===== config.mk =====
export PLATFORM = sky130hd
export DESIGN_NAME = shsr_core
export DESIGN_NICKNAME = d
export VERILOG_FILES = /design/src/shsr_pkg.sv /design/src/shsr_flag_hold.sv /design/src/shsr_core.sv
export SDC_FILE = /design/constraint.sdc
export NUM_CORES = 1
export LEC_CHECK = 0
export BUFFER_PORTS_ARGS = -buffer_cell sky130_fd_sc_hd__buf_2
export CORE_MARGIN = 5
export CORE_UTILIZATION = 47
export CTS_CLUSTER_SIZE = 12
export DETAILED_ROUTE_END_ITERATION = 10
export PLACE_DENSITY = 0.83
export SLEW_MARGIN = 20
export SYNTH_ARGS = -nofsm -noshare
export SYNTH_HDL_FRONTEND = slang
export SYNTH_HIERARCHICAL = 1
export SYNTH_SLANG_ARGS = --single-unit

===== constraint.sdc =====
create_clock -name i_clk -period 2.1 [get_ports i_clk]
set_clock_uncertainty 0.1 [all_clocks]
set_input_delay 0.315 -clock i_clk [delete_from_list [all_inputs] [get_ports i_clk]]
set_output_delay 0.315 -clock i_clk [all_outputs]
set_load 0.05 [all_outputs]

===== src/shsr_pkg.sv =====
// Package for the home-seek and sense-report command block.
// Assumes a task-file style front end that delivers one command byte per strobe.
package shsr_pkg;
    // Command codes.
    localparam logic [3:0] CMD_HOME_NIBBLE      = 4'h1;
    localparam logic [7:0] CMD_SENSE_REPORT     = 8'h0B;
    localparam logic [7:0] CMD_NO_SENSE_UPDATE  = 8'hC3;
    // Error register bit positions.
    localparam int ERR_MARK_MISSING_BIT         = 0;
    localparam int ERR_TRACK_ZERO_MISSING_BIT   = 1;
    localparam int ERR_ABORTED_BIT              = 2;
    localparam int ERR_SECTOR_ID_MISSING_BIT    = 4;
    localparam int ERR_UNCORRECTABLE_BIT        = 6;
    // Status register bit positions.
    localparam int STS_ERROR_BIT                = 0;
    localparam int STS_SENSE_AVAILABLE_BIT      = 1;
    localparam int STS_CORRECTED_BIT            = 2;
    localparam int STS_SEEK_COMPLETE_BIT        = 4;
    localparam int STS_DEVICE_FAULT_BIT         = 5;
    localparam int STS_READY_BIT                = 6;
    localparam int STS_BUSY_BIT                 = 7;
    // Identify word bit that enables sense reporting.
    localparam int IDENT_SENSE_BIT              = 6;
    // Reset values and the home cylinder.
    localparam logic [7:0]  ERR_RESET           = 8'h00;
    localparam logic [7:0]  STS_RESET           = 8'h40;
    localparam logic [19:0] TRIPLET_RESET       = 20'h0_0000;
    localparam logic [15:0] CYL_ZERO            = 16'h0000;
    // Default seek timeout, in clock cycles.
    localparam int SEEK_TIMEOUT_CYCLES          = 1000;

    typedef enum logic [1:0] {
        SHSR_IDLE  = 2'b00,
        SHSR_SEEK  = 2'b01,
        SHSR_DONE  = 2'b10
    } shsr_state_t;
endpackage


===== src/shsr_flag_hold.sv =====
// Holding flag whose hardware set wins over a clear.
// Assumes one clock and a synchronous active-high reset.
`timescale 1ns/100ps
module shsr_flag_hold (
    // Clock and reset.
    input  wire logic i_clk,
    input  wire logic i_rst,
    // Set and clear.
    input  wire logic i_set,
    input  wire logic i_clr,
    // Flag.
    output logic      o_flag
);
    logic flag_reg;
    always_ff @(posedge i_clk) begin
        if (i_rst) begin
            flag_reg <= 1'b0;
        end else if (i_set) begin
            flag_reg <= 1'b1;
        end else if (i_clr) begin
            flag_reg <= 1'b0;
        end
    end
    assign o_flag = flag_reg;
endmodule // shsr_flag_hold


===== src/shsr_core.sv =====
// Command block for the home-seek and sense-report commands.
// Assumes the command byte and outcome inputs are synchronous to i_clk and that the
// servo reports cylinder position and failure on plain inputs.
// Function
// Home-seek command, upper nibble one, drives heads back to cylinder zero.
// Home-seek that fails to reach cylinder zero sets track-zero-missing error bit.
// Sense-report command 0Bh returns the most recent stored sense triplet.
// Qualifier in sector number, code in cylinder low, key in cylinder high.
// With nothing pending, sense-report returns all-zero key, code and qualifier.
// Executing sense-report discards the stored triplet.
// Stored triplet follows latest executed command, except command C3.
// Any later command overwrites the stored triplet with its own outcome.
// Sense-report ignores whether queued automatic sense is configured.
// Queued errors reported; aborts in abort state leave queued triplet alone.
// Sense-report invalidates non-queued log sense content; host must not rely.
// Sense-available status set after sense data, only if both identify bits set.
// With either identify bit clear, sense-available bit is meaningless to host.
// Error and sense-available status bits may both be set at completion.
// Sense reporting feature starts disabled after reset until host enables it.
// On completion clear busy and fault, set error bit if any error flag set.
`timescale 1ns/100ps
module shsr_core #(
    parameter int SEEK_TIMEOUT = shsr_pkg::SEEK_TIMEOUT_CYCLES
) (
    // Clock and reset.
    input  wire logic        i_clk,
    input  wire logic        i_rst,
    // Command strobe from the task file.
    input  wire logic        i_cmd_valid,
    input  wire logic [7:0]  i_cmd_code,
    // Outcome of other commands, reported by the rest of the device.
    input  wire logic        i_other_done,
    input  wire logic [7:0]  i_other_code,
    input  wire logic        i_other_has_sense,
    input  wire logic [19:0] i_other_triplet,
    input  wire logic        i_other_queued,
    input  wire logic        i_command_abort_state,
    // Identify words and feature enable.
    input  wire logic [15:0] i_ident_word_119,
    input  wire logic [15:0] i_ident_word_120,
    input  wire logic        i_sense_feature_enable,
    input  wire logic        i_sense_feature_disable,
    // Servo.
    input  wire logic [15:0] i_cylinder,
    input  wire logic        i_servo_fail,
    output logic             o_seek_home,
    // Task file outputs.
    output logic [7:0]       o_sector_number,
    output logic [7:0]       o_cylinder_low,
    output logic [7:0]       o_cylinder_high,
    output logic [7:0]       o_command_error_flags,
    output logic [7:0]       o_command_status_flags,
    output logic             o_cmd_done,
    output logic             o_log_sense_invalid,
    output logic             o_sense_feature_on
);
    typedef struct packed {
        shsr_pkg::shsr_state_t state;
        logic [31:0]           timer;
        logic [19:0]           triplet;
        logic [19:0]           queued_triplet;
        logic                  queued_valid;
        logic                  feature_on;
        logic [7:0]            sector_number;
        logic [7:0]            cylinder_low;
        logic [7:0]            cylinder_high;
        logic [7:0]            err;
        logic [7:0]            sts;
        logic                  done;
    } shsr_core_t;

    shsr_core_t st_reg;
    shsr_core_t st_next;
    logic       pending;
    logic       pend_set;
    logic       pend_clr;
    logic       log_set;
    logic       log_clr;
    logic       ident_ok;
    logic       sense_cmd;
    logic       home_cmd;
    logic       other_updates;

    assign ident_ok  = i_ident_word_119[shsr_pkg::IDENT_SENSE_BIT]
                     & i_ident_word_120[shsr_pkg::IDENT_SENSE_BIT];
    assign sense_cmd = i_cmd_valid && (i_cmd_code == shsr_pkg::CMD_SENSE_REPORT)
                     && (st_reg.state == shsr_pkg::SHSR_IDLE);
    assign home_cmd  = i_cmd_valid && (i_cmd_code[7:4] == shsr_pkg::CMD_HOME_NIBBLE)
                     && (st_reg.state == shsr_pkg::SHSR_IDLE);
    // C3 leaves the stored triplet as it was.
    assign other_updates = i_other_done
                     && (i_other_code != shsr_pkg::CMD_NO_SENSE_UPDATE);
    // A new outcome arriving with the report wins, so it is never lost.
    assign pend_set  = other_updates && i_other_has_sense;
    assign pend_clr  = sense_cmd || (other_updates && !i_other_has_sense);
    // Non-queued errors leave log sense content; a report spoils it.
    assign log_set   = sense_cmd;
    assign log_clr   = pend_set && !i_other_queued;

    shsr_flag_hold u_pending (
        .i_clk  (i_clk),
        .i_rst  (i_rst),
        .i_set  (pend_set),
        .i_clr  (pend_clr),
        .o_flag (pending)
    );

    shsr_flag_hold u_log_invalid (
        .i_clk  (i_clk),
        .i_rst  (i_rst),
        .i_set  (log_set),
        .i_clr  (log_clr),
        .o_flag (o_log_sense_invalid)
    );

    always_comb begin
        st_next      = st_reg;
        st_next.done = 1'b0;
        // Feature defaults off; enable wins over a same-cycle disable.
        if (i_sense_feature_enable) begin
            st_next.feature_on = 1'b1;
        end else if (i_sense_feature_disable) begin
            st_next.feature_on = 1'b0;
        end
        case (st_reg.state)
            shsr_pkg::SHSR_IDLE: begin
                if (home_cmd) begin
                    st_next.state = shsr_pkg::SHSR_SEEK;
                    st_next.timer = 32'h0000_0000;
                    st_next.err   = shsr_pkg::ERR_RESET;
                    st_next.sts[shsr_pkg::STS_BUSY_BIT]          = 1'b1;
                    st_next.sts[shsr_pkg::STS_SEEK_COMPLETE_BIT] = 1'b0;
                end else if (sense_cmd) begin
                    // Queued setup plays no part in what is returned here.
                    if (pending) begin
                        st_next.sector_number = st_reg.triplet[7:0];
                        st_next.cylinder_low  = st_reg.triplet[15:8];
                        st_next.cylinder_high = {4'h0, st_reg.triplet[19:16]};
                    end else if (st_reg.queued_valid) begin
                        st_next.sector_number = st_reg.queued_triplet[7:0];
                        st_next.cylinder_low  = st_reg.queued_triplet[15:8];
                        st_next.cylinder_high = {4'h0, st_reg.queued_triplet[19:16]};
                    end else begin
                        st_next.sector_number = 8'h00;
                        st_next.cylinder_low  = 8'h00;
                        st_next.cylinder_high = 8'h00;
                    end
                    st_next.triplet      = shsr_pkg::TRIPLET_RESET;
                    st_next.queued_valid = 1'b0;
                    st_next.err          = shsr_pkg::ERR_RESET;
                    st_next.sts[shsr_pkg::STS_BUSY_BIT]            = 1'b0;
                    st_next.sts[shsr_pkg::STS_DEVICE_FAULT_BIT]    = 1'b0;
                    st_next.sts[shsr_pkg::STS_ERROR_BIT]           = 1'b0;
                    st_next.sts[shsr_pkg::STS_SENSE_AVAILABLE_BIT] = 1'b0;
                    st_next.done = 1'b1;
                end
            end
            shsr_pkg::SHSR_SEEK: begin
                st_next.timer = st_reg.timer + 32'h0000_0001;
                if (i_cylinder == shsr_pkg::CYL_ZERO) begin
                    st_next.state = shsr_pkg::SHSR_DONE;
                    st_next.sts[shsr_pkg::STS_SEEK_COMPLETE_BIT] = 1'b1;
                end else if (i_servo_fail || (st_reg.timer >= 32'(SEEK_TIMEOUT - 1))) begin
                    st_next.state = shsr_pkg::SHSR_DONE;
                    st_next.err[shsr_pkg::ERR_TRACK_ZERO_MISSING_BIT] = 1'b1;
                end
            end
            shsr_pkg::SHSR_DONE: begin
                st_next.state = shsr_pkg::SHSR_IDLE;
                st_next.sts[shsr_pkg::STS_BUSY_BIT]         = 1'b0;
                st_next.sts[shsr_pkg::STS_DEVICE_FAULT_BIT] = 1'b0;
                // Error and sense-available are independent, so both may stand.
                st_next.sts[shsr_pkg::STS_ERROR_BIT] = |st_reg.err;
                st_next.done = 1'b1;
            end
            default: begin
                st_next.state = shsr_pkg::SHSR_IDLE;
            end
        endcase
        // Taken after the decode, so an outcome landing with a report is kept.
        if (other_updates) begin
            st_next.triplet = i_other_has_sense ? i_other_triplet
                                                : shsr_pkg::TRIPLET_RESET;
            // Queued errors keep their own copy, untouched by aborts in abort state.
            if (i_other_queued && i_other_has_sense && !i_command_abort_state) begin
                st_next.queued_triplet = i_other_triplet;
                st_next.queued_valid   = 1'b1;
            end
            st_next.sts[shsr_pkg::STS_SENSE_AVAILABLE_BIT] =
                i_other_has_sense && ident_ok;
        end
    end

    always_ff @(posedge i_clk) begin
        if (i_rst) begin
            st_reg.state          <= shsr_pkg::SHSR_IDLE;
            st_reg.timer          <= 32'h0000_0000;
            st_reg.triplet        <= shsr_pkg::TRIPLET_RESET;
            st_reg.queued_triplet <= shsr_pkg::TRIPLET_RESET;
            st_reg.queued_valid   <= 1'b0;
            st_reg.feature_on     <= 1'b0;
            st_reg.sector_number  <= 8'h00;
            st_reg.cylinder_low   <= 8'h00;
            st_reg.cylinder_high  <= 8'h00;
            st_reg.err            <= shsr_pkg::ERR_RESET;
            st_reg.sts            <= shsr_pkg::STS_RESET;
            st_reg.done           <= 1'b0;
        end else begin
            st_reg <= st_next;
        end
    end

    // Heads are driven home for the whole seek; the servo owns the motion.
    assign o_seek_home            = (st_reg.state == shsr_pkg::SHSR_SEEK);
    assign o_sector_number        = st_reg.sector_number;
    assign o_cylinder_low         = st_reg.cylinder_low;
    assign o_cylinder_high        = st_reg.cylinder_high;
    assign o_command_error_flags  = st_reg.err;
    // Host ignores bit 1 when either identify bit is clear; it is driven zero then.
    assign o_command_status_flags = ident_ok ? st_reg.sts
                                  : (st_reg.sts & 8'hFD);
    assign o_cmd_done             = st_reg.done;
    assign o_sense_feature_on     = st_reg.feature_on;
endmodule // shsr_core


==> impl_results.md, run 1 <==
- WL/cell: 13.7 µm
- Clock Power Share: 0.339
- H-Tree Level Count: 3
- Max FFs per register: 79
- Max Freq: 504 MHz
- CTS max path bufs: 2
- Worst vdd ir: 313 µV
- Final Util: 0.562
- Total grt overflow: 0
- Vias in the first global route: 3873
- CP Launch Type: flop
- Number of antenna violations at the first check in global routing: 0
- Share of synthesized flip-flops with an asynchronous set or reset: 0
- I/O pin count: 138
- Final Max Slew Viols: 0
- Antenna cell count: 0
- Clock Latency Late Sink: 0.37 ns
- Inserted Clock Buffers: 9
- # setup viols final: 0
- CTS tree: built
- Synthesis-stage register bit count: 104
- Largest net degree at the start of global routing: 31
- Yosys warns: 6
- Die footprint: 12000 µm²
- Fin crit period: 1.98 ns
- Max Cap Violations: 0
- First-pass GRT wire length: 17.6 mm
- Initial Utilization: 0.479
- Worst Hold Path Cells: 3
- Final GP Congestion: 0.912
- Worst EP arrival: 2.20 ns
- Power density cells: 646 nW/µm²
- Yosys cell types: 44
- Buffers on Ports: 92
- Clock sinks: 104
- Total track usage: 0.183
- Drt first pass iters: 5
- RSZ-0062 raised after global routing: false
- Int Power: 2.57 mW
- Switching share of power: 0.269
- DRC Markers: 0
- Nets@finish: 737
- Number of flops mapped to enable cells by yosys: 0
- Routed Antenna Nets: 0
- Fin crit share: 0.945
- Vias per cell: 5.26
- Worst Setup Path Type: reg2reg
- Die W: 109 µm
- DP Wirelength: 7.98 mm
- Mapped cell area: 4640 µm²
- Hold_buf cts: 0
- Status: complete, no violations
- P_sw: 946 µW
- Reg2reg path depth: 5
- Crit-path max FO: 5
- Crit. End Element: flop
- WL final: 10.7 mm
- FP Rows: 36
- Post-CTS setup buffer count: 0
- Sequential share of power: 0.574
- Avg Inst Size Synth: 8.22 µm²
- Via count: 4103
- HP Class: in2reg
- Share of cells above drive strength 1: 0.240
- WHS: 0.0618 ns
- Comb pwr share: 0.087
- Top FF cell, synth: dfxtp_1
- CTS clk-pin slew, worst paths: 0.10 ns
- Final Hold Fails: 0
- Area growth, synth to finish: 17.5%
- DRT iter0 DRCs: 143
- Core ar.: 9680 µm²
- Clock root buffer: clkbuf_8
- Die Y: 109 µm
- Synth Instances: 564
- Crit path required time: 2.31 ns
- Post-synthesis sequential area ratio: 0.449
- Static Leak: 2.12 nW
==> cells in the final DEF, fill, tap and decap left out, types with 5 or more instances in the layout <==
master	synthesis	layout
conb_1	2	15
xor2_1	12	12
a21oi_1	60	60
dfxtp_1	104	102
a22o_1	20	20
nor4_1	11	11
clkbuf_8	0	9
o21ai_0	8	8
buf_12	0	7
buf_4	39	24
nand2b_1	5	5
buf_2	0	92
a211oi_1	20	20
inv_1	11	11
nor3_1	6	6
xnor2_1	8	8
nand3_1	11	10
nor2_1	78	78
or3_1	8	8
nand4_1	14	14
nand2_1	76	76
==> per-layer routing <==
layer	up-vias	part of all wire	track usage
li1	2063	-	-
met1	1906	0.43	0.226
met2	113	0.48	0.305
met3	21	0.060	0.0429
met4	0	0.022	0.0784
met5	-	0	0
==> per-stage QoR <==
stage	setup slack [ns]	TNS (ns)	total power, mW	instance area (µm²)	cells
3_5_place_dp	-0.132	-2.04	2.37	5240	764
4_1_cts	0.0588	0	3.55	5430	780
3_3_place_gp	-0.117	-1.71	2.36	5240	764
6_report	0.116	0	3.52	5450	780
5_1_grt	0.0147	0	3.67	5450	780
2_1_floorplan	-0.0623	-0.0856	2.27	4690	577
==> power by group through the flow <==
stage,Clock [mW],Sequential [mW],Combinational (mW)
global placement,0,2.06,0.299
finish,1.19,2.02,0.308
global route,1.31,2.02,0.334
CTS,1.23,2.02,0.307
detailed placement,0,2.06,0.306
floorplan,0,2.06,0.202
==> critical path: stages (launching register included) <==
cell	delay, ns
dfxtp_1	0.41
nand4_1	0.18
or3_1	0.38
or3b_4	0.42
or3_1	0.32
a21oi_1	0.12
==> area by class of cell <==
class / count / area [µm²]
clock buffer: 10 / 128
clock inverter: 6 / 57.6
fill: 858 / 4240
inverter: 11 / 41.3
multi-input combinational: 393 / 2190
sequential: 104 / 2080
tap: 133 / 166
timing repair buffer: 123 / 781
==> worst paths after layout <==
check	startpoint	to	slack, ns
max	st_reg[83]	st_reg[104]	0.12
min	i_sense_feature_enable	o_sense_feature_on	0.06
max reg2reg	st_reg[83]	st_reg[104]	0.12
min reg2reg	st_reg[44]	st_reg[44]	0.36
==> logic make-up (layout without fill, tap and decap cells) <==
family,after synthesis,in the layout,synth area share
buffers and inverters,80,150,0.0979
and+or+nand+nor,234,234,0.239
adders and majority gates,1,1,0.00270
xor gates and xnor gates,20,20,0.0378
DFF,104,104,0.449
AOI/OAI and AO/OA,123,123,0.172
other,2,15,0.00162
==> synth_stat cells, types with 5 or more instances <==
master      n  area [µm²]
a211oi_1   20         150
nand3_1    11        55.1
clkbuf_1   29         109
nor3_1      6        30.0
nor4_1     11        68.8
nand2_1    76         285
nor2_1     78         293
buf_4      39         293
a21oi_1    60         300
inv_1      11        41.3
nand4_1    14        87.6
xor2_1     12         105
or3_1       8        50.1
a22o_1     20         175
dfxtp_1   104        2080
nand2b_1    5        31.3
xnor2_1     8        70.1
o21ai_0     8        40.0
==> timing repair <==
action                                  in CTS  in global routing
endpoints found under the setup margin       0                  6
endpoints found under the hold margin        0                  0
gates resized for setup                      0                  5
No activity file was read; power rests on OpenSTA's default activity.
==> run 2, diff against run 1 <==
ABC_AREA = 1   (was unset)
CORE_UTILIZATION = 50   (was 47)
CTS_BUF_LIST = sky130_fd_sc_hd__clkbuf_4 sky130_fd_sc_hd__clkbuf_8   (was unset)
PLACE_DENSITY = 0.85   (was 0.83)
==> impl_results.md, run 2 <==
- Power density cells: 627 nW/µm² (-3.0%)
- Reg-to-reg endpoint: st_reg[107]
- Final WS setup: 0.140 ns (+0.0238 ns)
- Yosys warns: 6 (unchanged)
- Count leader, synth: nand2_1
- Worst Setup Path Type: reg2out
- Share of cells above drive strength 1: 0.168 (-0.0717)
- Int Power: 2.60 mW (+0.82%)
- Worst Hold End: o_sense_feature_on
- Sequential share of power: 0.555 (-0.019)
- Crit-path max FO: 15 (+10)
- Mapped cell area: 5250 µm² (+13%)
- Nets@finish: 930 (+26%)
- Cts repair resizes: 0 (unchanged)
- CTS tree: built
- Fin crit share: 0.933 (-0.0113)
- Area post-placement: 5600 µm² (+6.8%)
- Worst vdd ir: 397 µV (+27%)
- First-pass GRT wire length: 21.1 mm (+19%)
- Final Util: 0.566 (+0.00358)
- HP Class: in2reg
- Fillers: 1019 (+19%)
- Die Y: 112 µm (+2.9%)
- Hold_buf cts: 0 (unchanged)
- Least-Margin Pin Slew: 0.696 ns
- Final Hold Fails: 0 (unchanged)
- Buffers on Ports: 92 (unchanged)
- Reg2reg start: st_reg[83]
- Worst Hold Path Cells: 3 (unchanged)
- CTS clk-pin slew, worst paths: 0.11 ns (about the same)
- P_sw: 1.05 mW (+11%)
- R2R Setup Slk: 0.29 ns (+0.17 ns)
- WHS: 0.0350 ns (-0.0269 ns)
- Crit path required time: 1.68 ns (-0.63 ns)
- I/O pin count: 138 (unchanged)
- Top FF cell, synth: dfxtp_1
- Max Cap Violations: 0 (unchanged)
- Final GP Congestion: 0.906 (-0.64%)
- Clock Power Share: 0.356 (+0.017)
- Worst EP arrival: 1.54 ns (-0.66 ns)
- Final Cell Area: 5820 µm² (+6.8%)
- Largest net degree at the start of global routing: 43 (+39%)
- RSZ-0062 raised after global routing: false
- Die W: 112 µm (+2.9%)
- Avg Inst Size Synth: 6.73 µm² (-18%)
- Final TNS setup: 0 ns (unchanged)
- Inserted Clock Buffers: 9 (unchanged)
- Setup WS pre-CTS: 0.319 ns (+0.452 ns)
- H-Tree Level Count: 3 (unchanged)
- Area growth, synth to finish: 10.8%
- Via count: 5058 (+23%)
- WL final: 12.3 mm (+15%)
- Clock root buffer: clkbuf_8
- Yosys cell types: 34 (-23%)
- CTS max path bufs: 2 (unchanged)
- Most common library cells after synthesis: 173 x nand2_1, 104 x dfxtp_1, 88 x nor2_1
- Hold path startpoint: i_sense_feature_enable
- Max Freq: 510 MHz (+1.2%)
- Vias per cell: 5.18 (-1.5%)
- Synthesis-stage register bit count: 104 (unchanged)
- Switching share of power: 0.288 (+0.0194)
- WL/cell: 12.6 µm (-8.0%)
- Drt first pass iters: 5 (unchanged)
- Core ar.: 10300 µm² (+6.1%)
- Vias in the first global route: 4782 (+23%)
- Synth Instances: 780 (+38%)
- Initial Utilization: 0.511 (+0.0321)
- Crit. End Element: output port
- Clock sinks: 104 (unchanged)
- Status: complete, no violations
- Leading cell type in the layout, fill and taps excluded: nand2_1
- Largest area contributor in the netlist: dfxtp_1
- Synth top area cells: dfxtp_1 40%, nand2_1 12%, nand3_1 7.4%
- Post-CTS setup buffer count: 0 (unchanged)
- DRT iter0 DRCs: 454 (+220%)
- Number of antenna violations at the first check in global routing: 0 (unchanged)
- Die footprint: 12700 µm² (+5.9%)
- Total track usage: 0.197 (+0.0137)
- Static Leak: 2.24 nW (+5.6%)
- Final Max Slew Viols: 0 (unchanged)
- Post-synthesis sequential area ratio: 0.396 (-0.0525)
- FP Rows: 37 (+2.8%)
- Total grt overflow: 0 (unchanged)
- Routed Antenna Nets: 0 (unchanged)
- Fin crit period: 1.96 ns (-0.0238 ns)
- Max FFs per register: 79 (unchanged)
- Share of synthesized flip-flops with an asynchronous set or reset: 0 (unchanged)
- Antenna cell count: 0 (unchanged)
- # setup viols final: 0 (unchanged)
- Share of the synthesized area in the top cell type: 0.396 (-0.0525)
- Number of flops mapped to enable cells by yosys: 0 (unchanged)
- Worst slew margin: 0.535
- Most frequent cells in the layout: 173 x nand2_1, 104 x dfxtp_1, 92 x buf_2, 88 x nor2_1, 78 x nand3_1
- Clock Latency Late Sink: 0.39 ns (+0.02 ns)
- Comb pwr share: 0.088 (about the same)
- Reg2reg path depth: 10 (+5)
- DP Wirelength: 8.76 mm (+9.7%)
- CP Launch Type: flop
- DRC Markers: 0 (unchanged)
-- run 2: area by class of cell --
cell class	count	area, µm²	share of cell area
flip-flops and latches	104	2080	0.358
clock buffers	9	124	0.0213
well taps	136	170	0.0293
clock inverters	7	91.3	0.0157
inverters	74	278	0.0478
multi-input cells	542	2500	0.429
repair buffers	104	576	0.0989
-- run 2: cells by family after synthesis --
family	after synthesis	synth area share
AO/OA/AOI/OAI	152	0.154
XOR/XNOR	1	0.00167
adder cells (fa/ha/maj)	1	0.00238
buffers and inverters	147	0.138
flip-flops	104	0.396
other	2	0.00143
AND/OR/NAND/NOR	373	0.306
-- run 2: power groups by stage --
stage               registers, mW  logic, mW  clock network, mW
floorplan                    2.07      0.229                  0
global placement             2.07      0.316                  0
detailed placement           2.07      0.320                  0
CTS                          2.02      0.321               1.33
global route                 2.03      0.356               1.41
finish                       2.02      0.322               1.30
-- run 2: worst max path at each step --
stage,start,to,cells after the start
after floorplan,st_reg[83],st_reg[107],10
after global placement,st_reg[83],st_reg[107],10
after detailed placement,st_reg[83],st_reg[107],10
after CTS,st_reg[116],o_seek_home,3
after global routing,st_reg[116],o_seek_home,3
final,st_reg[116],o_seek_home,3
-- run 2: critical path: stages (launching register included) --
cell and delay, ns:
dfxtp_1 0.38, nor2_4 0.23, buf_4 0.26, buf_2 0.30
-- run 2: routing by layer --
layer	track usage	up-vias	wire length, µm
li1	-	2585	-
met1	0.244	2285	5420
met4	0.0593	0	184
met3	0.0496	17	832
met5	0	-	0
met2	0.336	171	5850
-- run 2: stage by stage --
step / power [mW] / cells
floorplan: 2.30 / 793
CTS: 3.67 / 976
global placement: 2.38 / 960
global route: 3.80 / 976
finish: 3.65 / 976
detailed placement: 2.39 / 960
